**src/inc/timer2_regs.svh**
```systemverilog
`ifndef TIMER2_REGS_SVH
`define TIMER2_REGS_SVH

// ---------------------------------------------
// register offsets
// ---------------------------------------------
`define T2_CTRL_A_OFS      8'hB0
`define T2_CTRL_B_OFS      8'hB1
`define T2_COUNT_OFS       8'hB2
`define T2_CMP_A_OFS       8'hB3
`define T2_CMP_B_OFS       8'hB4
`define T2_FLAGS_OFS       8'h37

// ---------------------------------------------
// field positions
// ---------------------------------------------
`define T2_A_OUT_MODE_A_HI 7
`define T2_A_OUT_MODE_A_LO 6
`define T2_A_OUT_MODE_B_HI 5
`define T2_A_OUT_MODE_B_LO 4
`define T2_A_WAVE_HI       1
`define T2_A_WAVE_LO       0
`define T2_B_FORCE_A       7
`define T2_B_FORCE_B       6
`define T2_B_WAVE_HIGH     3
`define T2_B_CS_HI         2
`define T2_B_CS_LO         0
`define T2_FLAG_OVF        0
`define T2_FLAG_CMP_A      1
`define T2_FLAG_CMP_B      2

// ---------------------------------------------
// reset values and counter limits
// ---------------------------------------------
`define T2_RESET_BYTE      8'h00
`define T2_MAX             8'hFF
`define T2_BOTTOM          8'h00

// ---------------------------------------------
// waveform mode codes
// ---------------------------------------------
`define T2_WAVE_NORMAL     3'h0
`define T2_WAVE_PC_FF      3'h1
`define T2_WAVE_CTC        3'h2
`define T2_WAVE_FAST_FF    3'h3
`define T2_WAVE_PC_A       3'h5
`define T2_WAVE_FAST_A     3'h7

// ---------------------------------------------
// prescaler tap masks (divide minus one)
// ---------------------------------------------
`define T2_PRE_DIV8        10'h007
`define T2_PRE_DIV32       10'h01F
`define T2_PRE_DIV64       10'h03F
`define T2_PRE_DIV128      10'h07F
`define T2_PRE_DIV256      10'h0FF
`define T2_PRE_DIV1024     10'h3FF

`endif

```
**src/inc/timer2_pkg.sv**
```systemverilog
package timer2_pkg;

  // ---------------------------------------------
  // types
  // ---------------------------------------------
  typedef enum logic [2:0] {
    WAVE_NORMAL,
    WAVE_PHASE,
    WAVE_CTC,
    WAVE_FAST,
    WAVE_RESERVED
  } wave_kind_type;

  typedef struct packed {
    logic [9:0] div_count;
  } prescale_state_type;

  typedef struct packed {
    logic [1:0] out_mode_a;
    logic [1:0] out_mode_b;
    logic [2:0] wave_mode;
    logic [2:0] clock_select;
    logic [7:0] count;
    logic [7:0] cmp_a;
    logic [7:0] cmp_b;
    logic [7:0] cmp_a_buf;
    logic [7:0] cmp_b_buf;
    logic [2:0] flags;
    logic       count_down;
    logic       match_block;
    logic       oc_a;
    logic       oc_b;
    logic       pin_a;
    logic       pin_a_oe;
    logic       pin_b;
    logic       pin_b_oe;
    logic [7:0] rdata;
  } timer2_state_type;

endpackage : timer2_pkg

```
**src/design/timer2_waveform_control.sv**
```systemverilog
`timescale 1ns/100ps
`include "timer2_regs.svh"

module timer2_waveform_control
  import timer2_pkg::*;
(
  // clock and reset
  input  wire logic       mclk,
  input  wire logic       rst_n,
  // register port
  input  wire logic [7:0] io_addr,
  input  wire logic [7:0] io_wdata,
  input  wire logic       io_wr,
  input  wire logic       io_rd,
  output logic      [7:0] io_rdata,
  // port logic behind the pins
  input  wire logic       port_data_a,
  input  wire logic       port_dir_a,
  input  wire logic       port_data_b,
  input  wire logic       port_dir_b,
  // interrupt vector taken, one bit per flag
  input  wire logic [2:0] vector_taken,
  // pins and flags
  output logic            compare_out_a_pin,
  output logic            compare_out_a_oe,
  output logic            compare_out_b_pin,
  output logic            compare_out_b_oe,
  output logic            overflow_flag,
  output logic            compare_flag_a,
  output logic            compare_flag_b
);
  import timer2_pkg::*;

  timer2_state_type s_reg;
  timer2_state_type s_next;
  logic             timer_tick;

  // ---------------------------------------------
  // decode helpers
  // ---------------------------------------------
  function automatic wave_kind_type wave_kind(input logic [2:0] mode);
    case (mode)
      `T2_WAVE_NORMAL:  wave_kind = WAVE_NORMAL;
      `T2_WAVE_PC_FF:   wave_kind = WAVE_PHASE;
      `T2_WAVE_CTC:     wave_kind = WAVE_CTC;
      `T2_WAVE_FAST_FF: wave_kind = WAVE_FAST;
      `T2_WAVE_PC_A:    wave_kind = WAVE_PHASE;
      `T2_WAVE_FAST_A:  wave_kind = WAVE_FAST;
      default:          wave_kind = WAVE_RESERVED;
    endcase
  endfunction : wave_kind

  function automatic logic is_pwm(input wave_kind_type kind);
    is_pwm = (kind == WAVE_PHASE) || (kind == WAVE_FAST);
  endfunction : is_pwm

  // action on a compare match; hi enables the toggle code in PWM (channel A only)
  function automatic logic match_action(input logic [1:0]    om,
                                        input wave_kind_type kind,
                                        input logic          hi,
                                        input logic          up,
                                        input logic          cur);
    match_action = cur;
    case (kind)
      WAVE_PHASE:
      begin
        if (om == 2'h2)
        begin
          match_action = !up;
        end
        else if (om == 2'h3)
        begin
          match_action = up;
        end
        else if (om == 2'h1 && hi)
        begin
          match_action = !cur;
        end
      end
      WAVE_FAST:
      begin
        if (om[1])
        begin
          match_action = om[0];
        end
        else if (om == 2'h1 && hi)
        begin
          match_action = !cur;
        end
      end
      WAVE_RESERVED:
      begin
        match_action = cur;
      end
      default:
      begin
        case (om)
          2'h1:    match_action = !cur;
          2'h2:    match_action = 1'b0;
          2'h3:    match_action = 1'b1;
          default: match_action = cur;
        endcase
      end
    endcase
  endfunction : match_action

  // ---------------------------------------------
  // prescaler
  // ---------------------------------------------
  timer2_prescaler u_prescaler (
    .mclk         (mclk),
    .rst_n        (rst_n),
    .clock_select (s_reg.clock_select),
    .timer_tick   (timer_tick)
  );

  // ---------------------------------------------
  // next state
  // ---------------------------------------------
  always_comb
  begin
    wave_kind_type kind;
    wave_kind_type kind_w;
    logic [7:0]    top;
    logic          at_top;
    logic          hit_a;
    logic          hit_b;
    logic          up;
    logic [2:0]    flag_set;
    logic [2:0]    flag_clr;
    logic [2:0]    new_mode;

    s_next   = s_reg;
    kind     = wave_kind(s_reg.wave_mode);
    kind_w   = kind;
    new_mode = s_reg.wave_mode;
    flag_set = 3'h0;
    flag_clr = vector_taken;
    up       = !s_reg.count_down;
    hit_a    = 1'b0;
    hit_b    = 1'b0;
    top      = `T2_MAX;
    at_top   = 1'b0;
    // compare A sets TOP in modes 2, 5 and 7
    if (s_reg.wave_mode == `T2_WAVE_CTC || s_reg.wave_mode == `T2_WAVE_PC_A ||
        s_reg.wave_mode == `T2_WAVE_FAST_A)
    begin
      top = s_reg.cmp_a;
    end
    at_top = (s_reg.count == top);

    // non-PWM modes see compare writes at once
    if (!is_pwm(kind))
    begin
      s_next.cmp_a = s_reg.cmp_a_buf;
      s_next.cmp_b = s_reg.cmp_b_buf;
    end

    if (timer_tick)
    begin
      s_next.match_block = 1'b0;
      hit_a = !s_reg.match_block && (s_reg.count == s_reg.cmp_a);
      hit_b = !s_reg.match_block && (s_reg.count == s_reg.cmp_b);
      flag_set[`T2_FLAG_CMP_A] = hit_a;
      flag_set[`T2_FLAG_CMP_B] = hit_b;
      if (kind == WAVE_PHASE)
      begin
        if (up && at_top)
        begin
          s_next.count_down = 1'b1;
          s_next.count = (top == `T2_BOTTOM) ? `T2_BOTTOM : s_reg.count - 8'h01;
          s_next.cmp_a = s_reg.cmp_a_buf;
          s_next.cmp_b = s_reg.cmp_b_buf;
        end
        else if (up)
        begin
          s_next.count = s_reg.count + 8'h01;
        end
        else if (s_reg.count == `T2_BOTTOM)
        begin
          s_next.count_down = 1'b0;
          s_next.count      = s_reg.count + 8'h01;
          flag_set[`T2_FLAG_OVF] = 1'b1;
        end
        else
        begin
          s_next.count = s_reg.count - 8'h01;
        end
        // a match at TOP is taken as the up-count action
        if (hit_a)
        begin
          s_next.oc_a = match_action(s_reg.out_mode_a, kind, s_reg.wave_mode[2], up,
                                     s_reg.oc_a);
        end
        if (hit_b)
        begin
          s_next.oc_b = match_action(s_reg.out_mode_b, kind, 1'b0, up, s_reg.oc_b);
        end
      end
      else
      begin
        s_next.count_down = 1'b0;
        s_next.count = at_top ? `T2_BOTTOM : s_reg.count + 8'h01;
        if (kind == WAVE_FAST)
        begin
          flag_set[`T2_FLAG_OVF] = at_top;
          if (at_top)
          begin
            s_next.cmp_a = s_reg.cmp_a_buf;
            s_next.cmp_b = s_reg.cmp_b_buf;
          end
          // wrap edge does the bottom action; equal-to-TOP match is dropped when the output mode is clear or set
          if (at_top && s_reg.out_mode_a[1])
          begin
            s_next.oc_a = !s_reg.out_mode_a[0];
          end
          else if (hit_a && !(s_reg.cmp_a == top && s_reg.out_mode_a[1]))
          begin
            s_next.oc_a = match_action(s_reg.out_mode_a, kind, s_reg.wave_mode[2], 1'b1,
                                       s_reg.oc_a);
          end
          if (at_top && s_reg.out_mode_b[1])
          begin
            s_next.oc_b = !s_reg.out_mode_b[0];
          end
          else if (hit_b && !(s_reg.cmp_b == top && s_reg.out_mode_b[1]))
          begin
            s_next.oc_b = match_action(s_reg.out_mode_b, kind, 1'b0, 1'b1, s_reg.oc_b);
          end
        end
        else
        begin
          flag_set[`T2_FLAG_OVF] = (s_reg.count == `T2_MAX);
          if (hit_a)
          begin
            s_next.oc_a = match_action(s_reg.out_mode_a, kind, 1'b0, 1'b1, s_reg.oc_a);
          end
          if (hit_b)
          begin
            s_next.oc_b = match_action(s_reg.out_mode_b, kind, 1'b0, 1'b1, s_reg.oc_b);
          end
        end
      end
    end

    // register writes other than a flag clear take priority over counting
    if (io_wr)
    begin
      case (io_addr)
        `T2_CTRL_A_OFS:
        begin
          s_next.out_mode_a = io_wdata[`T2_A_OUT_MODE_A_HI:`T2_A_OUT_MODE_A_LO];
          s_next.out_mode_b = io_wdata[`T2_A_OUT_MODE_B_HI:`T2_A_OUT_MODE_B_LO];
          s_next.wave_mode[1:0] = io_wdata[`T2_A_WAVE_HI:`T2_A_WAVE_LO];
        end
        `T2_CTRL_B_OFS:
        begin
          new_mode = {io_wdata[`T2_B_WAVE_HIGH], s_reg.wave_mode[1:0]};
          kind_w   = wave_kind(new_mode);
          s_next.wave_mode[2] = io_wdata[`T2_B_WAVE_HIGH];
          s_next.clock_select = io_wdata[`T2_B_CS_HI:`T2_B_CS_LO];
          // strobes only; no flag, no counter clear, nothing stored
          if (!is_pwm(kind_w) && io_wdata[`T2_B_FORCE_A])
          begin
            s_next.oc_a = match_action(s_reg.out_mode_a, kind_w, 1'b0, 1'b1,
                                       s_reg.oc_a);
          end
          if (!is_pwm(kind_w) && io_wdata[`T2_B_FORCE_B])
          begin
            s_next.oc_b = match_action(s_reg.out_mode_b, kind_w, 1'b0, 1'b1,
                                       s_reg.oc_b);
          end
        end
        `T2_COUNT_OFS:
        begin
          s_next.count       = io_wdata;
          s_next.match_block = 1'b1;
        end
        `T2_CMP_A_OFS:
        begin
          s_next.cmp_a_buf = io_wdata;
          if (!is_pwm(kind))
          begin
            s_next.cmp_a = io_wdata;
          end
        end
        `T2_CMP_B_OFS:
        begin
          s_next.cmp_b_buf = io_wdata;
          if (!is_pwm(kind))
          begin
            s_next.cmp_b = io_wdata;
          end
        end
        `T2_FLAGS_OFS:
        begin
          flag_clr = flag_clr | io_wdata[2:0];
        end
        default:
        begin
        end
      endcase
    end
    // set wins over a clear in the same cycle
    s_next.flags = (s_reg.flags & ~flag_clr) | flag_set;

    if (io_rd)
    begin
      case (io_addr)
        `T2_CTRL_A_OFS: s_next.rdata = {s_reg.out_mode_a, s_reg.out_mode_b, 2'h0,
                                        s_reg.wave_mode[1:0]};
        `T2_CTRL_B_OFS: s_next.rdata = {2'h0, 2'h0, s_reg.wave_mode[2],
                                        s_reg.clock_select};
        `T2_COUNT_OFS:  s_next.rdata = s_reg.count;
        `T2_CMP_A_OFS:  s_next.rdata = s_reg.cmp_a_buf;
        `T2_CMP_B_OFS:  s_next.rdata = s_reg.cmp_b_buf;
        `T2_FLAGS_OFS:  s_next.rdata = {5'h00, s_reg.flags};
        default:        s_next.rdata = `T2_RESET_BYTE;
      endcase
    end

    // pin override; the port direction bit still gates the driver
    s_next.pin_a    = (s_next.out_mode_a != 2'h0) ? s_next.oc_a : port_data_a;
    s_next.pin_a_oe = port_dir_a;
    s_next.pin_b    = (s_next.out_mode_b != 2'h0) ? s_next.oc_b : port_data_b;
    s_next.pin_b_oe = port_dir_b;
  end

  always_ff @(posedge mclk or negedge rst_n)
  begin
    if (!rst_n)
    begin
      s_reg <= '0;
    end
    else
    begin
      s_reg <= s_next;
    end
  end

  // ---------------------------------------------
  // outputs
  // ---------------------------------------------
  assign io_rdata          = s_reg.rdata;
  assign compare_out_a_pin = s_reg.pin_a;
  assign compare_out_a_oe  = s_reg.pin_a_oe;
  assign compare_out_b_pin = s_reg.pin_b;
  assign compare_out_b_oe  = s_reg.pin_b_oe;
  assign overflow_flag     = s_reg.flags[`T2_FLAG_OVF];
  assign compare_flag_a    = s_reg.flags[`T2_FLAG_CMP_A];
  assign compare_flag_b    = s_reg.flags[`T2_FLAG_CMP_B];

endmodule : timer2_waveform_control

```
**src/design/timer2_prescaler.sv**
```systemverilog
`timescale 1ns/100ps
`include "timer2_regs.svh"

module timer2_prescaler
  import timer2_pkg::*;
(
  // clock and reset
  input  wire logic       mclk,
  input  wire logic       rst_n,
  // select and tick
  input  wire logic [2:0] clock_select,
  output logic            timer_tick
);
  import timer2_pkg::*;

  prescale_state_type s_reg;
  prescale_state_type s_next;

  // ---------------------------------------------
  // tap decode
  // ---------------------------------------------
  function automatic logic tap_hit(input logic [2:0] sel, input logic [9:0] cnt);
    logic [9:0] mask;
    mask = 10'h000;
    case (sel)
      3'h2:    mask = `T2_PRE_DIV8;
      3'h3:    mask = `T2_PRE_DIV32;
      3'h4:    mask = `T2_PRE_DIV64;
      3'h5:    mask = `T2_PRE_DIV128;
      3'h6:    mask = `T2_PRE_DIV256;
      3'h7:    mask = `T2_PRE_DIV1024;
      default: mask = 10'h000;
    endcase
    // code 0 stops the timer, code 1 ticks every clock
    if (sel == 3'h0)
    begin
      tap_hit = 1'b0;
    end
    else
    begin
      tap_hit = ((cnt & mask) == mask);
    end
  endfunction : tap_hit

  // free running; taps share one counter so a select change never waits long
  always_comb
  begin
    s_next           = s_reg;
    s_next.div_count = s_reg.div_count + 10'h001;
    timer_tick       = tap_hit(clock_select, s_reg.div_count);
  end

  always_ff @(posedge mclk or negedge rst_n)
  begin
    if (!rst_n)
    begin
      s_reg <= '0;
    end
    else
    begin
      s_reg <= s_next;
    end
  end

endmodule : timer2_prescaler

```
**config.mk**
```make
export PLATFORM = sky130hd
export DESIGN_NAME = timer2_waveform_control
export DESIGN_NICKNAME = d
export VERILOG_FILES = /design/src/inc/timer2_pkg.sv /design/src/design/timer2_waveform_control.sv /design/src/design/timer2_prescaler.sv
export VERILOG_INCLUDE_DIRS = /design/src /design/src/inc
export SDC_FILE = /design/constraint.sdc
export NUM_CORES = 1
export LEC_CHECK = 0
export BUFFER_PORTS_ARGS = -buffer_cell sky130_fd_sc_hd__buf_2
export CAP_MARGIN = 15
export CORE_MARGIN = 3
export CORE_UTILIZATION = 45
export CTS_CLUSTER_DIAMETER = 120
export DETAILED_ROUTE_END_ITERATION = 8
export SYNTH_ARGS = -nofsm -noshare
export SYNTH_HDL_FRONTEND = slang
export SYNTH_SLANG_ARGS = --single-unit
```
**constraint.sdc**
```tcl
create_clock -name mclk -period 6.4 [get_ports mclk]
set_input_delay 1.6 -clock mclk [delete_from_list [all_inputs] [get_ports mclk]]
set_output_delay 1.6 -clock mclk [all_outputs]
set_load 0.02 [all_outputs]
```
Yosys cells after proc, flatten, opt, wreduce, memory -nomap -nowiden:

Index checks and enable logic that the tools add are counted.

* output and inout bits: 15
* word-level logic and storage cells: 189
* bits of input ports: 27
* register bits after elaboration: 79

* mux-type cells: 79
* reductions and logical operators: 40
* $add $sub $neg: 3
* bitwise gates (word level): 5
* eq/ne operators: 41

Operator list (number)
* two-way mux 8 bit: 13
* two-way mux 16 bit: 4
* case mux 10 bit (6 select lines): 1
* two-way mux 50 bit: 1
* equality test 8 bit (second input constant): 6
* two-way mux 24 bit: 2
* case mux 8 bit (6 select lines): 1
* equality test 8 bit: 5
* two-way mux 1 bit: 38
* equality test 3 bit (second input constant): 10
* equality test 3 x 2 -> 1 bit (second input constant): 8
* two-way mux 3 bit: 8
* case mux 3 bit (4 select lines): 2
* logical NOT 8 bit: 2
* equality test 3 x 1 -> 1 bit (second input constant): 4
* logical AND 1 bit: 12
* case mux 1 bit (3 select lines): 4
* adder 10 x 1 -> 10 bit (second input constant): 1
* bitwise AND 10 bit: 1
* equality test 10 bit: 1
* logical NOT 1 bit: 9
* logical NOT 3 bit: 3
* adder 8 x 1 -> 8 bit (second input constant): 1
* equality test 2 bit (second input constant): 4
* 12 further kinds: 27

Longest topological paths before layout:

* depth after elaboration: 17
* depth in mapped cells: 12

Hierarchy:

Synthesis repeated with hierarchy kept, for this count alone.

* cell total of the unflattened synthesis: 541
* area, all modules: 5006.1 um^2

By module, submodules not included
* timer2_waveform_control: sequential area each 1726.7 um^2, cells each 500, times used 1, area an instance 4548.1 um^2
* timer2_prescaler: sequential area each 250.2 um^2, cells each 41, times used 1, area an instance 457.9 um^2

Worst setup path before layout:

OpenSTA, ideal clock, no wires.

* path kind: input to register
* from: input port io_addr[6]
* to: register s_reg, in the netlist compare_out_b_pin
* arrival: 3493 ps
* stages: 7
* slack: 2783 ps
* data required time: 6275 ps
* cell sequence: nand4b_1 -> nor3_1 -> nand2_1 -> nor4b_1 -> a31oi_1 -> a22o_1 -> mux2_2

RTL lines
* start: declaration: line timer2_waveform_control.sv:11 `input wire logic [7:0] io_addr,`
* end signal: assignment: line timer2_waveform_control.sv:337 `s_reg <= s_next;`
* end: declaration: line timer2_waveform_control.sv:34 `timer2_state_type s_reg;`

==> impl_metrics.json <==
{
  "hp-class": "reg2reg",
  "cpMaxStageDelayCell": "nor4b_1",
  "mostFrequentLayoutCells": "dfrtp_1 (79), nand2_1 (45), nor2_1 (45)",
  "worst_r2r_endpoint": "s_reg[42]$_DFF_PN0_",
  "drive_above_1_share_pct": 17.5,
  "ff2ff_path_depth": 9,
  "regToRegSetupSlack_ps": 2670,
  "wire_per_inst_um": 21.2,
  "vias": 4602,
  "cts_buffers": 9,
  "ys.warnings.count": 0,
  "grt.total_usage_pct": 24.8,
  "cts_tree": "built",
  "dieArea_mm2": 0.0130,
  "yosysUniqueCellTypes": 77,
  "worstPathMaxFanout": 8,
  "cts_setup_buffers": 0,
  "setup_viol": 0,
  "drtIter0Drc": 490,
  "rsz0062_at_grt": "no",
  "status": "complete, no violations",
  "worst_pin_slew_ps": 1030,
  "num-fill-cells": 1047,
  "cts_sinks": 79,
  "min_period_over_period_pct": 61.5,
  "grt_pass1_vias": 4399,
  "cts-root-buf": "clkbuf_16",
  "clock_skew_ps": 6.83,
  "pwr-share-seq_pct": 45.1,
  "crit_path_end": "compare_out_b_pin$_DFF_PN0_",
  "grt-ovfl-total": 0,
  "tns_ps": 0,
  "die_w_um": 114,
  "synth_edf_count": 0,
  "cap_viol_max_count": 0,
  "p_clk_share_pct": 34.8,
  "yosysSeqAreaShare_pct": 37.7,
  "crit_chain": "buf_2, nand4b_1, nor3_1, nand2_1, nor4b_1, a31oi_1, a22o_1, mux2_2",
  "routed_via_density": 6.32,
  "synthesis.area_mm2": 0.00524,
  "crit_cells": 8,
  "port_buffers": 41,
  "rr_startpoint": "s_reg[62]$_DFFE_PN0P_",
  "async_flop_share_pct": 100,
  "start_util_pct": 47.1,
  "crit_type": "in2reg",
  "path_delay_family": "simple AND/OR/NAND/NOR gates",
  "ctsHtreeMaxLevel": 3,
  "grt_max_degree": 80,
  "final_nets": 613,
  "syn_inst": 578,
  "ir_drop_mv": 0.184,
  "n_antenna_cell": 0,
  "power_switching_mw": 0.511,
  "cp-start-kind": "primary input",
  "chipHeight_um": 114,
  "power.leakage_nw": 2.42,
  "fmax_mhz": 254,
  "crit_buf_inv": 1,
  "power_density_mw_per_mm2": 257,
  "p_int_mw": 0.955,
  "whs_ps": 475,
  "maxSlewHeadroom_pct": 31.4,
  "syn-mean-instance-area_um2": 9.07,
  "fin_total_pwr_mw": 1.47,
  "cts_resized": 0,
  "core_mm2": 0.0111,
  "first_pass_iters": 6,
  "p_comb_share_pct": 20.1,
  "holdBufCountCts": 0,
  "clkLatencyLatePin_ps": 350,
  "largest_register_ffs": 54,
  "route.detailed.drc": 0,
  "rows": 38,
  "cts.path.max_buffers": 2,
  "fin_crit_ps": 3940,
  "ioPinCount": 42,
  "slowest_delay_ps": 830,
  "multiInputGateArea_mm2": 0.00293,
  "cp.arrival_ps": 4180,
  "antenna_found_initial": 0,
  "synth_nets": 608,
  "startpoint": "io_addr[6]",
  "cp.required_ps": 6640,
  "place_hpwl_um": 11100,
  "area_growth_pct": 8.64,
  "ys.flop_type": "dfrtp_1",
  "swShare_pct": 34.9,
  "ys_ff_latch": 79,
  "grt_pass1_wl_um": 24800,
  "place_congestion": 0.897,
  "mostFrequentLayoutCell": "dfrtp_1",
  "endpoint_kind": "flop",
  "final-seq-area_mm2": 0.00198,
  "drv_slew": 0,
  "clk_pin_slew_worst_paths_ps": 60,
  "wirelength_um": 15400,
  "ant_nets": 0,
  "finalHoldViolations": 0
}
## worst min path at each step
stage                                        start                              to  slack (ps)  cells after the start
floorplan           u_prescaler.s_reg[9]$_DFF_PN0_  u_prescaler.s_reg[9]$_DFF_PN0_         440                      1
global placement    u_prescaler.s_reg[9]$_DFF_PN0_  u_prescaler.s_reg[9]$_DFF_PN0_         460                      1
detailed placement  u_prescaler.s_reg[9]$_DFF_PN0_  u_prescaler.s_reg[9]$_DFF_PN0_         470                      1
CTS                 u_prescaler.s_reg[9]$_DFF_PN0_  u_prescaler.s_reg[9]$_DFF_PN0_         480                      1
global route        u_prescaler.s_reg[9]$_DFF_PN0_  u_prescaler.s_reg[9]$_DFF_PN0_         500                      1
finish              u_prescaler.s_reg[9]$_DFF_PN0_  u_prescaler.s_reg[9]$_DFF_PN0_         480                      1
## kinds of logic (layout without fill, tap and decap cells)
| logic type | Yosys count | after routing | synth area share (%) |
|---|---|---|---|
| compound gates | 153 | 153 | 21.5 |
| mux | 49 | 49 | 10.1 |
| simple gates | 193 | 193 | 19.0 |
| xor+xnor | 27 | 27 | 4.51 |
| fa+ha+maj | 3 | 3 | 0.716 |
| flops | 79 | 79 | 37.7 |
| buf+inv | 74 | 84 | 6.45 |
## Yosys cell counts (11+ instances only)
cell / number / area, um2
a21oi_1: 39 / 195
inv_1: 22 / 82.6
mux2_2: 28 / 315
dfrtp_1: 79 / 1980
nor2_1: 45 / 169
nor3_1: 12 / 60.1
o21ai_0: 15 / 75.1
o22ai_1: 11 / 68.8
a31oi_1: 11 / 68.8
mux2i_1: 19 / 190
clkbuf_1: 30 / 113
nand3_1: 20 / 100
xor2_1: 17 / 149
nand2_1: 45 / 169
## layer usage
layer	vias to the layer above	part of all wire, %	global-route usage, %
met5	-	0	0
met4	0	1.8	8.16
met3	23	6.4	4.08
met2	203	47	39.1
met1	2226	45	34.8
li1	2150	-	-
## layout make-up
class / count / share of cell area (%)
Tap cell: 140 / 3.08
Timing Repair Buffer: 46 / 4.31
Inverter: 22 / 1.45
Multi-Input combinational cell: 425 / 51.4
Clock buffer: 10 / 4.20
Clock inverter: 6 / 0.857
Sequential cell: 79 / 34.7
## stage by stage
stage	setup WS (ps)	instance area [um2]	util, %	instances
2_1_floorplan	2780	5240	-	578
3_3_place_gp	2300	5410	48.6	712
3_5_place_dp	2150	5410	48.6	712
4_1_cts	2480	5690	51.2	728
5_1_grt	2230	5690	51.2	728
6_report	2460	5690	51.2	728
## power by group through the flow
stage | sequential, mW | combinational, mW | clock (mW)
3_5_place_dp | 0.667 | 0.291 | 0
6_report | 0.661 | 0.294 | 0.510
5_1_grt | 0.671 | 0.331 | 0.536
4_1_cts | 0.658 | 0.292 | 0.516
3_3_place_gp | 0.668 | 0.286 | 0
2_1_floorplan | 0.582 | 0.278 | 0
(Power assumes the default switching activity.)
